[src/rcr_map.vh]
`ifndef RCR_MAP_VH
`define RCR_MAP_VH

// Register offsets
`define RCR_ADDR_W        12
`define RCR_OFS_PIN2_CFG  12'h011
`define RCR_OFS_LOG_CTRL  12'h012
`define RCR_OFS_IRQ_SEL   12'h014
`define RCR_OFS_IRQ_ACK   12'h015
`define RCR_OFS_PWR_MARK  12'h016
`define RCR_OFS_UPD_LOCK  12'h017
`define RCR_OFS_TRIGGER   12'h018
`define RCR_OFS_THR_HIGH  12'h019
`define RCR_OFS_THR_LOW   12'h01a
`define RCR_OFS_PERIOD    12'h01b
`define RCR_OFS_IRQ_STAT  12'h04f
`define RCR_OFS_LOG_BASE  12'h052
`define RCR_LOG_IDX_MSB   2

// Reset values
`define RCR_RST_PIN2_CFG  8'h20
`define RCR_RST_PWR_MARK  1'h1
`define RCR_RST_THR_HIGH  8'hff
`define RCR_RST_THR_LOW   8'h00
`define RCR_RST_PERIOD    8'hff

// Field positions
`define RCR_PIN2_POL      5
`define RCR_PIN2_FN_MSB   4
`define RCR_PIN2_FN_LSB   1
`define RCR_LOG_EN        0
`define RCR_LOG_MODE      1
`define RCR_LOG_CLR       2
`define RCR_ACK_RANGE     0
`define RCR_ACK_ERROR     2
`define RCR_TRIG_GO       0
`define RCR_TRIG_CONT     1

// Encodings
`define RCR_FN_HIZ        4'h0
`define RCR_FN_IRQ        4'h8
`define RCR_MODE_OFF      3'h0
`define RCR_MODE_LOW      3'h1
`define RCR_MODE_HIGH     3'h2
`define RCR_MODE_WINDOW   3'h3
`define RCR_MODE_NEW      3'h4

// Timing
`define RCR_CLK_HZ        20000000
`define RCR_STEP_MS       10

`endif

[src/rcr_ctrl.v]
// How it works
// - Pin function 0000 floats, 1000 drives interrupt
// - Polarity bit 5 picks active-low or high
// - Log clear bit wipes buffer, then self-clears
// - Log keeps eight newest 8-bit results
// - Results logged only while enable bit set
// - 3-bit mode selects range interrupt source
// - Low, high, window comparisons raise range interrupt
// - Compare millimetre result against 8-bit thresholds
// - Ack bit0 clears range, bit2 error
// - Clear acts only on the write itself
// - Marker set on reset, host may zero
// - Trigger bit1 picks single-shot or continuous
// - Single-shot start launches exactly one measurement
// - Continuous start toggles repeated ranging on/off
// - Start bit returns to zero after action
// - Continuous gap is period times 10 ms, a zero period counting as one
`timescale 1ns/10ps
`include "rcr_map.vh"

module rcr_ctrl #(
    parameter STEP_CYCLES = (`RCR_CLK_HZ / 1000) * `RCR_STEP_MS,
    parameter LOG_DEPTH = 8
) (
    // Clock and reset
    input wire clk,
    input wire rst,
    // Register access from the serial bus front end
    input wire reg_wr,
    input wire reg_rd,
    input wire [`RCR_ADDR_W-1:0] reg_addr,
    input wire [7:0] reg_wdata,
    output reg [7:0] reg_rdata,
    // Measurement engine
    output wire meas_start,
    input wire meas_done,
    input wire [7:0] meas_result,
    input wire meas_error,
    output reg [7:0] act_thr_high,
    output reg [7:0] act_thr_low,
    output reg [7:0] act_period,
    // Second output pin
    output wire second_output_pin_o,
    output wire second_output_pin_oe
);

    localparam ST_IDLE = 2'd0;
    localparam ST_MEAS = 2'd1;
    localparam ST_GAP = 2'd2;
    localparam CW = 32;
    localparam [7:0] PIN2_RST = `RCR_RST_PIN2_CFG;

    function hit;
        input [`RCR_ADDR_W-1:0] a;
        input [`RCR_ADDR_W-1:0] ofs;
        begin
            hit = (a == ofs);
        end
    endfunction

    // ------------------------------------------------------------
    // Host registers
    // ------------------------------------------------------------
    reg pin_two_active_level_q;
    reg [3:0] pin_two_function_q;
    reg log_en_q;
    reg log_mode_q;
    reg log_clr_q;
    reg [2:0] irq_mode_q;
    reg power_up_marker_q;
    reg upd_lock_q;
    reg trig_go_q;
    reg trig_cont_q;
    reg [7:0] thr_high_q;
    reg [7:0] thr_low_q;
    reg [7:0] period_q;
    reg range_irq_q;
    reg error_irq_q;
    reg [1:0] state_q;
    reg run_q;
    reg [CW-1:0] gap_cnt_q;
    reg [7:0] log_q [0:LOG_DEPTH-1];

    wire wr_trig = reg_wr && hit(reg_addr, `RCR_OFS_TRIGGER);
    wire wr_ack = reg_wr && hit(reg_addr, `RCR_OFS_IRQ_ACK);
    wire idle = (state_q == ST_IDLE);
    // Single-shot waits for idle; continuous toggles at once
    wire act_go = trig_go_q && (trig_cont_q || idle);
    wire cont_begin = act_go && trig_cont_q && !run_q;
    wire cont_halt = act_go && trig_cont_q && run_q;
    wire gap_over = (state_q == ST_GAP) && (gap_cnt_q == {CW{1'b0}});
    assign meas_start = (act_go && !trig_cont_q)
        || (cont_begin && idle)
        || (gap_over && run_q && !cont_halt);

    always @(posedge clk or posedge rst) begin
        if (rst) begin
            pin_two_active_level_q <= PIN2_RST[`RCR_PIN2_POL];
            pin_two_function_q <=
                PIN2_RST[`RCR_PIN2_FN_MSB:`RCR_PIN2_FN_LSB];
            log_en_q <= 1'b0;
            log_mode_q <= 1'b0;
            log_clr_q <= 1'b0;
            irq_mode_q <= `RCR_MODE_OFF;
            power_up_marker_q <= `RCR_RST_PWR_MARK;
            upd_lock_q <= 1'b0;
            trig_go_q <= 1'b0;
            trig_cont_q <= 1'b0;
            thr_high_q <= `RCR_RST_THR_HIGH;
            thr_low_q <= `RCR_RST_THR_LOW;
            period_q <= `RCR_RST_PERIOD;
        end else begin
            if (log_clr_q) begin
                log_clr_q <= 1'b0;
            end
            if (act_go) begin
                trig_go_q <= 1'b0;
            end
            if (reg_wr) begin
                if (hit(reg_addr, `RCR_OFS_PIN2_CFG)) begin
                    pin_two_active_level_q <= reg_wdata[`RCR_PIN2_POL];
                    pin_two_function_q <=
                        reg_wdata[`RCR_PIN2_FN_MSB:`RCR_PIN2_FN_LSB];
                end
                if (hit(reg_addr, `RCR_OFS_LOG_CTRL)) begin
                    log_en_q <= reg_wdata[`RCR_LOG_EN];
                    log_mode_q <= reg_wdata[`RCR_LOG_MODE];
                    log_clr_q <= reg_wdata[`RCR_LOG_CLR];
                end
                if (hit(reg_addr, `RCR_OFS_IRQ_SEL)) begin
                    irq_mode_q <= reg_wdata[2:0];
                end
                if (hit(reg_addr, `RCR_OFS_PWR_MARK)) begin
                    power_up_marker_q <= reg_wdata[0];
                end
                if (hit(reg_addr, `RCR_OFS_UPD_LOCK)) begin
                    upd_lock_q <= reg_wdata[0];
                end
                if (wr_trig) begin
                    trig_go_q <= reg_wdata[`RCR_TRIG_GO];
                    trig_cont_q <= reg_wdata[`RCR_TRIG_CONT];
                end
                if (hit(reg_addr, `RCR_OFS_THR_HIGH)) begin
                    thr_high_q <= reg_wdata;
                end
                if (hit(reg_addr, `RCR_OFS_THR_LOW)) begin
                    thr_low_q <= reg_wdata;
                end
                if (hit(reg_addr, `RCR_OFS_PERIOD)) begin
                    period_q <= reg_wdata;
                end
            end
        end
    end

    // ------------------------------------------------------------
    // Settings copy and sequencer
    // ------------------------------------------------------------
    // Zero period still waits one step
    wire [7:0] steps = (act_period == 8'h00) ? 8'h01 : act_period;
    wire [CW-1:0] gap_load = steps * STEP_CYCLES - 1;

    always @(posedge clk or posedge rst) begin
        if (rst) begin
            act_thr_high <= `RCR_RST_THR_HIGH;
            act_thr_low <= `RCR_RST_THR_LOW;
            act_period <= `RCR_RST_PERIOD;
            state_q <= ST_IDLE;
            run_q <= 1'b0;
            gap_cnt_q <= {CW{1'b0}};
        end else begin
            // Half-written settings never reach the engine
            if (meas_start && !upd_lock_q) begin
                act_thr_high <= thr_high_q;
                act_thr_low <= thr_low_q;
                act_period <= period_q;
            end
            if (cont_begin) begin
                run_q <= 1'b1;
            end
            if (cont_halt) begin
                run_q <= 1'b0;
            end
            case (state_q)
                ST_IDLE: begin
                    if (meas_start) begin
                        state_q <= ST_MEAS;
                    end
                end
                ST_MEAS: begin
                    if (meas_done) begin
                        if (run_q && !cont_halt) begin
                            state_q <= ST_GAP;
                            gap_cnt_q <= gap_load;
                        end else begin
                            state_q <= ST_IDLE;
                        end
                    end
                end
                ST_GAP: begin
                    if (!run_q || cont_halt) begin
                        state_q <= ST_IDLE;
                    end else if (gap_over) begin
                        state_q <= ST_MEAS;
                    end else begin
                        gap_cnt_q <= gap_cnt_q - 1'b1;
                    end
                end
                default: begin
                    state_q <= ST_IDLE;
                end
            endcase
        end
    end

    // ------------------------------------------------------------
    // Interrupts
    // ------------------------------------------------------------
    wire below = meas_result < act_thr_low;
    wire above = meas_result > act_thr_high;
    reg range_hit;

    always @* begin
        case (irq_mode_q)
            `RCR_MODE_LOW: range_hit = below;
            `RCR_MODE_HIGH: range_hit = above;
            `RCR_MODE_WINDOW: range_hit = below || above;
            `RCR_MODE_NEW: range_hit = 1'b1;
            default: range_hit = 1'b0;
        endcase
    end

    always @(posedge clk or posedge rst) begin
        if (rst) begin
            range_irq_q <= 1'b0;
            error_irq_q <= 1'b0;
        end else begin
            // A new event in the clearing cycle wins
            if (meas_done && range_hit) begin
                range_irq_q <= 1'b1;
            end else if (wr_ack && reg_wdata[`RCR_ACK_RANGE]) begin
                range_irq_q <= 1'b0;
            end
            if (meas_error) begin
                error_irq_q <= 1'b1;
            end else if (wr_ack && reg_wdata[`RCR_ACK_ERROR]) begin
                error_irq_q <= 1'b0;
            end
        end
    end

    wire irq_any = range_irq_q || error_irq_q;
    assign second_output_pin_oe =
        (pin_two_function_q == `RCR_FN_IRQ);
    assign second_output_pin_o =
        pin_two_active_level_q ? irq_any : !irq_any;

    // ------------------------------------------------------------
    // Result log
    // ------------------------------------------------------------
    // Mode 1 has no use, so nothing is logged then
    wire log_push = meas_done && log_en_q && !log_mode_q;

    genvar gi;
    generate
        for (gi = 0; gi < LOG_DEPTH; gi = gi + 1) begin : g_log
            wire [7:0] src;
            if (gi == 0) begin : g_first
                assign src = meas_result;
            end else begin : g_next
                assign src = log_q[gi-1];
            end
            always @(posedge clk or posedge rst) begin
                if (rst) begin
                    log_q[gi] <= 8'h00;
                end else if (log_clr_q) begin
                    log_q[gi] <= 8'h00;
                end else if (log_push) begin
                    log_q[gi] <= src;
                end
            end
        end
    endgenerate

    // ------------------------------------------------------------
    // Read path
    // ------------------------------------------------------------
    wire [`RCR_ADDR_W-1:0] log_ofs = reg_addr - `RCR_OFS_LOG_BASE;
    wire log_hit = (reg_addr >= `RCR_OFS_LOG_BASE) &&
        (log_ofs < LOG_DEPTH);
    reg [7:0] rd_d;

    always @* begin
        rd_d = 8'h00;
        if (log_hit) begin
            rd_d = log_q[log_ofs[`RCR_LOG_IDX_MSB:0]];
        end else begin
            case (reg_addr)
                `RCR_OFS_PIN2_CFG: rd_d = {2'h0, pin_two_active_level_q,
                    pin_two_function_q, 1'b0};
                `RCR_OFS_LOG_CTRL: rd_d = {5'h00, log_clr_q, log_mode_q,
                    log_en_q};
                `RCR_OFS_IRQ_SEL: rd_d = {5'h00, irq_mode_q};
                `RCR_OFS_PWR_MARK: rd_d = {7'h00, power_up_marker_q};
                `RCR_OFS_UPD_LOCK: rd_d = {7'h00, upd_lock_q};
                `RCR_OFS_TRIGGER: rd_d = {6'h00, trig_cont_q, trig_go_q};
                `RCR_OFS_THR_HIGH: rd_d = thr_high_q;
                `RCR_OFS_THR_LOW: rd_d = thr_low_q;
                `RCR_OFS_PERIOD: rd_d = period_q;
                `RCR_OFS_IRQ_STAT: rd_d = {5'h00, error_irq_q, 1'b0,
                    range_irq_q};
                default: rd_d = 8'h00;
            endcase
        end
    end

    always @(posedge clk or posedge rst) begin
        if (rst) begin
            reg_rdata <= 8'h00;
        end else if (reg_rd) begin
            reg_rdata <= rd_d;
        end
    end

endmodule // rcr_ctrl

[config.mk]
export PLATFORM = sky130hd
export DESIGN_NAME = rcr_ctrl
export DESIGN_NICKNAME = d
export VERILOG_FILES = /design/src/rcr_ctrl.v
export VERILOG_INCLUDE_DIRS = /design/src /design/src/src
export SDC_FILE = /design/constraint.sdc
export NUM_CORES = 1
export LEC_CHECK = 0
export BUFFER_PORTS_ARGS = -buffer_cell sky130_fd_sc_hd__buf_2
export CORE_MARGIN = 2
export CORE_UTILIZATION = 55
export CTS_CLUSTER_DIAMETER = 100
export CTS_CLUSTER_SIZE = 25
export DETAILED_ROUTE_END_ITERATION = 10
export PLACE_DENSITY = 0.73
export SLEW_MARGIN = 30
export SYNTH_ARGS = -nofsm -noshare
export SYNTH_HDL_FRONTEND = slang
export SYNTH_SLANG_ARGS = --single-unit
[constraint.sdc]
create_clock -name clk -period 6.8 [get_ports clk]
set_clock_uncertainty 0.15 [all_clocks]
set_input_delay 1.02 -clock clk [delete_from_list [all_inputs] [get_ports clk]]
set_output_delay 1.02 -clock clk [all_outputs]
set_load 0.01 [all_outputs]
==> results of run 1 <==
registers in the layout (all words and copies together) (netlist names), 2 cells and up:
| name | flops |
|---|---|
| thr_low_q | 8 |
| reg_rdata | 8 |
| gap_cnt_q | 32 |
| act_thr_low | 8 |
| pin_two_function_q | 4 |
| act_thr_high | 8 |
| g_log.src | 56 |
| state_q | 2 |
| period_q | 8 |
| thr_high_q | 8 |
| act_period | 8 |
| irq_mode_q | 3 |
| log_q | 8 |
power by group:
part	leakage, nW	internal, W	total [W]	switching (W)
clock	0.312	0.000575	0.00104	0.000470
sequential	2.19	0.00107	0.00112	0.0000506
combinational	2.89	0.000144	0.000447	0.000302
total	5.40	0.00179	0.00261	0.000823
final cells by class:
class,instances,area (µm²)
Multi-Input combinational cell,882,6030
Fill cell,1642,7440
Inverter,54,208
Timing Repair Buffer,76,404
Sequential cell,172,4350
Tap cell,265,332
Antenna cell,1,2.50
Clock inverter,14,194
Clock buffer,18,439
cells in the final DEF, fill, tap and decap left out, types with 34 or more instances in the layout:
cell     count
ha_1        69
dfstp_2     34
a21oi_1    109
inv_1       52
mux2_2      40
nand2_1    210
buf_2       68
o21ai_0     73
nor2_1      75
dfrtp_1    137
kinds of logic after synthesis:
| logic type | after synthesis | synth area share, % |
|---|---|---|
| AO/OA/AOI/OAI | 273 | 15.4 |
| XOR/XNOR | 36 | 2.98 |
| adder cells (fa/ha/maj) | 81 | 10.2 |
| buffers and inverters | 114 | 4.30 |
| flip-flops | 172 | 40.1 |
| multiplexers | 73 | 9.29 |
| AND/OR/NAND/NOR | 419 | 17.7 |
critical path, delay by kind of cell, from the launching register on:
family / cells / cell delay (ns)
AO/OA/AOI/OAI: 6 / 1.32
adder cells (fa/ha/maj): 6 / 2.10
buffers and inverters: 3 / 0.24
flip-flops: 1 / 0.41
AND/OR/NAND/NOR: 5 / 1.94
per-stage QoR:
| step | area, µm² | utilization, % | instances | worst slack, ns |
|---|---|---|---|---|
| final | 12000 | 61.6 | 1482 | 0.542 |
| after global routing | 12000 | 61.6 | 1481 | 0.0879 |
| after CTS | 11900 | 61.6 | 1481 | 0.618 |
| after detailed placement | 11300 | 58.3 | 1449 | 0.645 |
| after global placement | 11300 | 58.3 | 1449 | 0.809 |
| after floorplan | 10800 | - | 1168 | 1.03 |
path summary, 6_finish.rpt:
path,from,to,cells past startpoint
worst max register to register,act_period[3],gap_cnt_q[31],20
worst max-delay path,act_period[3],gap_cnt_q[31],20
min in group asynchronous,rst,act_thr_low[5],2
max in group asynchronous,rst,log_clr_q,3
worst min-delay path,reg_rdata[1],reg_rdata[1],1
worst min register to register,reg_rdata[1],reg_rdata[1],1
routing by layer:
metal / up-vias / track usage [%] / wire length [µm]
li1: 4200 / - / -
met1: 4316 / 36.4 / 11600
met2: 265 / 42.3 / 12300
met3: 50 / 4.70 / 1330
met4: 0 / 10.1 / 762
met5: - / 0 / 0
synthesized netlist by cell type, drive strengths merged, types with 16 or more instances:
cell / n / share of area [%]
nand3: 22 / 1.1
dfstp: 34 / 8.2
o21ai: 74 / 3.4
mux2: 40 / 4.2
xor2: 16 / 1.3
nor2: 77 / 2.7
nor3: 34 / 1.6
a21oi: 110 / 5.1
ha: 69 / 8.0
xnor2: 20 / 1.7
mux4: 18 / 3.7
nand2: 210 / 7.3
dfrtp: 138 / 32
inv: 53 / 1.8
clkbuf: 43 / 1.5
buf: 16 / 0.83
==> summary.txt, run 1 <==
Floorplan
  – Initial Utilization: 55.8%
  – Core area: 19,400 µm²
  – Die width: 144 µm
  – Die area: 20,800 µm²
  – Die H: 144 µm
  – Top Ports: 69
  – # rows: 51

Timing
  – Setup TNS: 0 ns
  – Fmax: 160 MHz
  – Tmin final: 6.26 ns
  – RSZ-0062 raised after global routing: no
  – Final Hold Fails: 0
  – Slew Viols, Final: 0
  – Final period util: 92.0%
  – Setup Viol. Count Final: 0
  – Final hold slack: 0.333 ns
  – Worst slew pin tran: 0.943 ns
  – Max transition margin: 37.1%

Logic synthesis
  – Post-Syn Nets: 1,283
  – Cells after Synth: 1,168
  – Post-synth EDFFs: 0
  – Syn_area_per_cell: 9.27 µm²
  – Synth Register Bits: 172
  – Synth async-reset ratio: 100%
  – Sequential-to-total area share from yosys stat: 40.1%
  – Distinct cells, synth: 79
  – Primary FF master, synth: dfrtp_1
  – Synth warnings: 0
  – Mapped Area: 10,800 µm²

Min path
  – HP Class: register to register

Setup path
  – CP max FO: 9
  – Worst path required time: 7.00 ns
  – Crit. End Element: register
  – Worst path slowest cell: or4_1
  – CP peak stage delay: 0.64 ns
  – Critical path cell sequence: inv_1, ha_1, nand3_1, nor3_1, nor2_1, ha_1, ha_1, inv_1, fa_1, inv_1, fa_1, ha_1, a21oi_2, o22ai_1, o21ai_0, a221o_2, o2111ai_2, or3_1, or4_1, o211ai_2
  – Arr. time, crit path: 6.46 ns
  – Crit path launch type: register
  – Most used cell, CP: ha_1
  – Reg2Reg Setup Slack: 0.54 ns
  – Setup CP Type: register to register

Global routing
  – Gr usage total: 26.5%
  – Global-route wire length before repair: 43,600 µm
  – Largest net degree at the start of global routing: 75
  – Initial antenna violation count: 0
  – Vias in the first global route: 8,640
  – GRT overflow: 0

Clock tree
  – Num CTS Buffers: 17
  – Clk root buf: clkbuf_16
  – CTS tree: built
  – Clock-pin slew on the worst setup and hold paths: 0.07 ns
  – Clock Latency Late Sink: 0.44 ns
  – Post_cts resized: 0
  – Setup Buffers After CTS: 0
  – # hold bufs at CTS: 0
  – H-tree depth: 4
  – Sink Count: 172
  – Max Buffers Root-to-Sink: 2

Drt
  – DR WL/cell: 17.5 µm
  – Residual DRC count: 0
  – Initial DRT Pass Iterations: 5
  – DR vias: 8,831
  – Antenna viol nets, final: 0
  – Via/cell ratio: 5.96
  – WL final: 26,000 µm
  – DRT iter0 DRCs: 780

Placed design
  – Port buffer count: 68
  – RePlAce Congestion: 0.908
  – Post-DP HPWL: 18,200 µm

Power
  – Total power: 0.00261 W
  – Leakage power: 5.40 nW
  – Max rail drop VDD: 202 µV
  – Pwr dens: 219 nW/µm²

Layout
  – Area Overhead vs Synth: 10.4%
  – Share of layout cells above drive strength 1: 18.8%
  – Nets: 1,318

Flow run
  – Max-cap violation count: 0

Status
  – Status: finished clean
Note: power is estimated with default switching activity, not from simulation.
==> inputs of run 2 (changes only) <==
- REMOVE_ABC_BUFFERS: default -> 1
==> run 2 against run 1 <==
Net effect:
- global-route usage grew 0.19 points
- critical path depth is the same
- critical endpoint unchanged
- design area is essentially flat
==> summary.txt, run 2 (synthesis results as in run 1) <==
Timing
  – RSZ-0062 raised after global routing: no
  – Final period util: 92.3% (+0.24 points)
  – Tmin final: 6.27 ns (+0.0160 ns)
  – Setup TNS: 0 ns (unchanged)
  – Slew Viols, Final: 0 (unchanged)
  – Max transition margin: 38.2% (+1.1 points)
  – Setup Viol. Count Final: 0 (unchanged)
  – Worst slew pin tran: 0.925 ns (-0.0185 ns)
  – Final Hold Fails: 0 (unchanged)
  – Fmax: 159 MHz (-0.26%)

Layout
  – Most frequent cells in the layout: 210 x nand2_1, 137 x dfrtp_1, 109 x a21oi_1
  – Nets: 1,320 (+0.15%)
  – Share of layout cells above drive strength 1: 18.9% (+0.13 points)
  – Commonest non-fill, non-tap cell in the layout: nand2_1
  – Filler cells: 1,706 (+3.9%)
  – Largest register FFs: 56 (unchanged)
  – Post-Layout Cell Count: 1,485 (+0.20%)
  – Area Overhead vs Synth: 10.3% (about the same)

Power
  – Max rail drop VDD: 215 µV (+6.2%)
  – Leakage power: 5.39 nW (about the same)
  – Pwr dens: 216 nW/µm² (-1.3%)

Setup path
  – Setup CP Type: register to register
  – Crit. End Element: register
  – Crit path launch type: register
  – Worst path required time: 7.01 ns (about the same)
  – Arr. time, crit path: 6.49 ns (+0.03 ns)
  – CP max FO: 9 (unchanged)

Clock tree
  – Post_cts resized: 0 (unchanged)
  – Clock-pin slew on the worst setup and hold paths: 0.08 ns (about the same)
  – # hold bufs at CTS: 0 (unchanged)
  – Clk root buf: clkbuf_16
  – Clock Latency Late Sink: 0.44 ns (about the same)
  – Setup Buffers After CTS: 0 (unchanged)
  – Sink Count: 172 (unchanged)
  – Num CTS Buffers: 17 (unchanged)
  – Max Buffers Root-to-Sink: 2 (unchanged)
  – CTS tree: built
  – H-tree depth: 4 (unchanged)

Floorplan
  – Die width: 144 µm (unchanged)
  – Die H: 144 µm (unchanged)
  – Initial Utilization: 55.8% (unchanged)
  – Top Ports: 69 (unchanged)
  – # rows: 51 (unchanged)
  – Core area: 19,400 µm² (unchanged)
  – Die area: 20,800 µm² (unchanged)

Global routing
  – Global-route wire length before repair: 43,600 µm (about the same)
  – Largest net degree at the start of global routing: 81 (+8.0%)
  – GRT overflow: 0 (unchanged)
  – Gr usage total: 26.7% (+0.19 points)
  – Initial antenna violation count: 1 (+1)
  – Vias in the first global route: 8,407 (-2.7%)

Placed design
  – RePlAce Congestion: 0.887 (-2.3%)
  – Post-DP HPWL: 19,000 µm (+4.3%)
  – Port buffer count: 68 (unchanged)
  – DP Cell Count: 1,451 (+0.14%)

Drt
  – DRT iter0 DRCs: 657 (-16%)
  – Residual DRC count: 0 (unchanged)
  – DR vias: 8,871 (+0.45%)
  – Antenna viol nets, final: 0 (unchanged)
  – DR WL/cell: 18.0 µm (+2.7%)
  – Initial DRT Pass Iterations: 6 (+1)
  – WL final: 26,800 µm (+2.9%)
  – Via/cell ratio: 5.97 (+0.25%)

Flow run
  – Max-cap violation count: 0 (unchanged)

Status
  – Status: finished clean

Min path
  – HP Class: register to register
-- run 2: cell count changes in the layout (fill, tap and decap cells not counted), moves of 2 or more --
cell | before | now
inv_6 | 5 | 3
buf_4 | 7 | 10
bufinv_16 | 2 | 0
clkinv_8 | 3 | 5
-- run 2: worst max-delay path: stages, from the launching register on --
cell	delay [ns]
dfstp_2	0.41
inv_1	0.13
ha_1	0.16
nand3_1	0.08
nor3_1	0.65
nor2_1	0.19
ha_1	0.36
ha_1	0.29
inv_1	0.05
fa_1	0.51
inv_1	0.06
fa_1	0.43
ha_1	0.39
a21oi_2	0.21
o22ai_1	0.15
o21ai_0	0.42
a221o_2	0.27
o2111ai_2	0.15
or3_1	0.38
or4_1	0.63
o211ai_2	0.11
-- run 2: final timing paths --
path	from	endpoint	slack (ns)	depth (start not counted)
max	act_period[3]	gap_cnt_q[31]	0.53	20
min	period_q[7]	act_period[7]	0.35	2
max reg2reg	act_period[3]	gap_cnt_q[31]	0.53	20
min reg2reg	period_q[7]	act_period[7]	0.35	2
max in group asynchronous	rst	log_q[4]	4.81	3
min in group asynchronous	rst	gap_cnt_q[0]	0.56	2
-- run 2: power breakdown --
group	internal (W)	switching, W	total (W)
Combinational	0.000145	0.000307	0.000452
Clock	0.000503	0.000498	0.00100
Sequential	0.00107	0.0000523	0.00112
-- run 2: per-layer routing --
| layer | share of wire, % | routed length, µm | vias up | global-route usage (%) |
|---|---|---|---|---|
| met5 | 0 | 0 | - | 0 |
| met3 | 5.2 | 1400 | 32 | 4.34 |
| met2 | 47 | 12600 | 261 | 41.8 |
| met4 | 2.2 | 600 | 0 | 8.23 |
| li1 | - | - | 4218 | - |
| met1 | 45 | 12100 | 4360 | 38.4 |
-- run 2: area by class of cell --
class,count,area (µm²),share of cell area (%)
clock buffers,17,425,3.56
diodes,2,5.00,0.0419
flip-flops and latches,172,4350,36.4
inverters,54,208,1.74
well taps,265,332,2.77
clock inverters,15,185,1.55
multi-input cells,882,6030,50.5
repair buffers,78,415,3.48
-- run 2: through the flow --
step / setup WS (ns) / utilization (%) / total power [W] / hold slack (ns) / area (µm²)
3_5_place_dp: 0.589 / 58.4 / 0.00159 / 0.333 / 11300
6_report: 0.526 / 61.6 / 0.00258 / 0.348 / 11900
5_1_grt: 0.0256 / 61.6 / 0.00269 / 0.372 / 11900
4_1_cts: 0.574 / 61.6 / 0.00258 / 0.351 / 11900
2_1_floorplan: 1.03 / - / 0.00143 / 0.309 / 10600
3_3_place_gp: 0.803 / 58.4 / 0.00158 / 0.331 / 11300
==> inputs of run 3 (changes only) <==
- CTS_BUF_LIST: default -> sky130_fd_sc_hd__clkbuf_8
- MAX_ROUTING_LAYER: default -> met4
==> run 3 against run 2 <==
Net effect:
- worst hold slack improved by 0.0072 ns
- first-iteration DRC count increased by 4.9%
- critical path depth unchanged
- setup slack got worse by 0.0012 ns
- clock-buffer cell count did not move
- cell count stayed put
- critical path type unchanged
==> summary.txt, run 3 (synthesis results as in run 1) <==
Setup path
  – Crit. End Element: register
  – Arr. time, crit path: 6.53 ns (+0.04 ns)
  – Crit path launch type: register
  – Setup CP Type: register to register
  – CP max FO: 9 (unchanged)
  – Worst path required time: 7.05 ns (+0.04 ns)

Floorplan
  – Core area: 19,400 µm² (unchanged)
  – Die area: 20,800 µm² (unchanged)
  – Top Ports: 69 (unchanged)
  – Initial Utilization: 55.8% (unchanged)
  – Die H: 144 µm (unchanged)
  – Die width: 144 µm (unchanged)
  – # rows: 51 (unchanged)

Power
  – Leakage power: 5.30 nW (-1.6%)
  – Psw: 0.000826 W (-3.7%)
  – Pint: 0.00150 W (-13%)
  – Gate power share: 19.3% (+1.8 points)
  – Clock power share: 32.4% (-6.4 points)
  – Sw Share: 35.5% (+2.2 points)
  – Max rail drop VDD: 128 µV (-40%)
  – Reg power frac: 48.3% (+4.7 points)
  – Pwr dens: 198 nW/µm² (-8.1%)

Timing
  – Fmax: 159 MHz (about the same)
  – Final worst slack: 0.525 ns (-0.00121 ns)
  – Tmin final: 6.27 ns (+0.00121 ns)
  – Setup TNS: 0 ns (unchanged)
  – Max transition margin: 40.1% (+1.9 points)
  – RSZ-0062 raised after global routing: no
  – Worst slew pin tran: 0.897 ns (-0.0281 ns)
  – Slew Viols, Final: 0 (unchanged)
  – Final Hold Fails: 0 (unchanged)
  – Final period util: 92.3% (about the same)
  – Setup Viol. Count Final: 0 (unchanged)

Layout
  – Share of layout cells above drive strength 1: 18.9% (unchanged)
  – Largest register FFs: 56 (unchanged)
  – Most frequent cells in the layout: 210 x nand2_1, 137 x dfrtp_1, 109 x a21oi_1
  – Commonest non-fill, non-tap cell in the layout: nand2_1
  – Post-Layout Cell Count: 1,485 (unchanged)
  – Nets: 1,320 (unchanged)
  – Area Overhead vs Synth: 8.56%

Flow run
  – Max-cap violation count: 0 (unchanged)

Global routing
  – Largest net degree at the start of global routing: 81 (unchanged)
  – Global-route wire length before repair: 43,500 µm (-0.16%)
  – Gr usage total: 27.3% (+0.63 points)
  – Initial antenna violation count: 1 (unchanged)
  – GRT overflow: 0 (unchanged)
  – Vias in the first global route: 8,373 (-0.40%)

Placed design
  – DP Cell Count: 1,451 (unchanged)
  – RePlAce Congestion: 0.902 (+1.7%)
  – Pre-CTS setup slack: 0.589 ns (unchanged)
  – Port buffer count: 68 (unchanged)
  – Post-DP HPWL: 19,000 µm (unchanged)

Clock tree
  – Clk root buf: clkbuf_8
  – Clock-pin slew on the worst setup and hold paths: 0.11 ns (+0.03 ns)
  – # hold bufs at CTS: 0 (unchanged)
  – Post_cts resized: 0 (unchanged)
  – Num CTS Buffers: 17 (unchanged)
  – CTS tree: built
  – Sink Count: 172 (unchanged)
  – H-tree depth: 4 (unchanged)
  – Clock Latency Late Sink: 0.47 ns (+0.03 ns)
  – Setup Buffers After CTS: 0 (unchanged)
  – Max Buffers Root-to-Sink: 2 (unchanged)

Min path
  – HP Class: register to register

Drt
  – DRT iter0 DRCs: 689 (+4.9%)
  – Initial DRT Pass Iterations: 5 (-1)
  – Via/cell ratio: 5.93 (-0.65%)
  – Antenna viol nets, final: 0 (unchanged)
  – Residual DRC count: 0 (unchanged)
  – DR vias: 8,813 (-0.65%)
  – WL final: 26,500 µm (-0.86%)
  – DR WL/cell: 17.9 µm (-0.86%)

Status
  – Status: finished clean
## run 3: cell counts in the layout (fill, tap and decap cells not counted)
Identical to the previous run, type by type.
## run 3: power groups by stage
stage	logic [W]	clock network (W)	registers, W
detailed placement	0.000447	0	0.00114
global placement	0.000438	0	0.00114
global route	0.000500	0.000810	0.00113
finish	0.000450	0.000756	0.00112
CTS	0.000448	0.000766	0.00112
floorplan	0.000294	0	0.00113
## run 3: worst max-delay path, cell delays in order (launching register included)
cell and delay (ns):
dfstp_2 0.43, inv_1 0.13, ha_1 0.16, nand3_1 0.08
nor3_1 0.64, nor2_1 0.19, ha_1 0.36, ha_1 0.29
inv_1 0.05, fa_1 0.51, inv_1 0.06, fa_1 0.43
ha_1 0.40, a21oi_2 0.21, o22ai_1 0.16, o21ai_0 0.41
a221o_2 0.27, o2111ai_2 0.15, or3_1 0.38, or4_1 0.63
o211ai_2 0.11
## run 3: worst paths after layout
| kind | from | end | slack, ns | depth (start not counted) |
|---|---|---|---|---|
| worst max-delay path | act_period[3] | gap_cnt_q[31] | 0.53 | 20 |
| worst min-delay path | period_q[7] | act_period[7] | 0.36 | 2 |
| worst max register to register | act_period[3] | gap_cnt_q[31] | 0.53 | 20 |
| worst min register to register | period_q[7] | act_period[7] | 0.36 | 2 |
| max in group asynchronous | rst | log_q[4] | 4.85 | 3 |
| min in group asynchronous | rst | gap_cnt_q[26] | 0.51 | 2 |
## run 3: layout make-up
type                            instances  area (µm²)
Antenna cell                            2        5.00
Fill cell                            1747        7640
Tap cell                              265         332
Timing Repair Buffer                   78         415
Clock inverter                         15         185
Clock buffer                           17         234
Multi-Input combinational cell        882        6030
Inverter                               54         208
Sequential cell                       172        4350
## run 3: through the flow
stage / hold slack (ns) / power [W] / instance area, µm² / utilization [%]
after floorplan: 0.309 / 0.00143 / 10600 / -
after global placement: 0.331 / 0.00158 / 11300 / 58.4
after detailed placement: 0.333 / 0.00159 / 11300 / 58.4
after CTS: 0.355 / 0.00234 / 11800 / 60.6
after global routing: 0.380 / 0.00244 / 11800 / 60.6
final: 0.355 / 0.00233 / 11800 / 60.6
## run 3: routing by layer
metal	track usage [%]	vias to the layer above	share of wire (%)
met5	-	-	0
met4	6.39	0	1.7
met3	4.30	27	4.0
met2	41.7	226	47
met1	38.8	4347	47
li1	-	4213	-
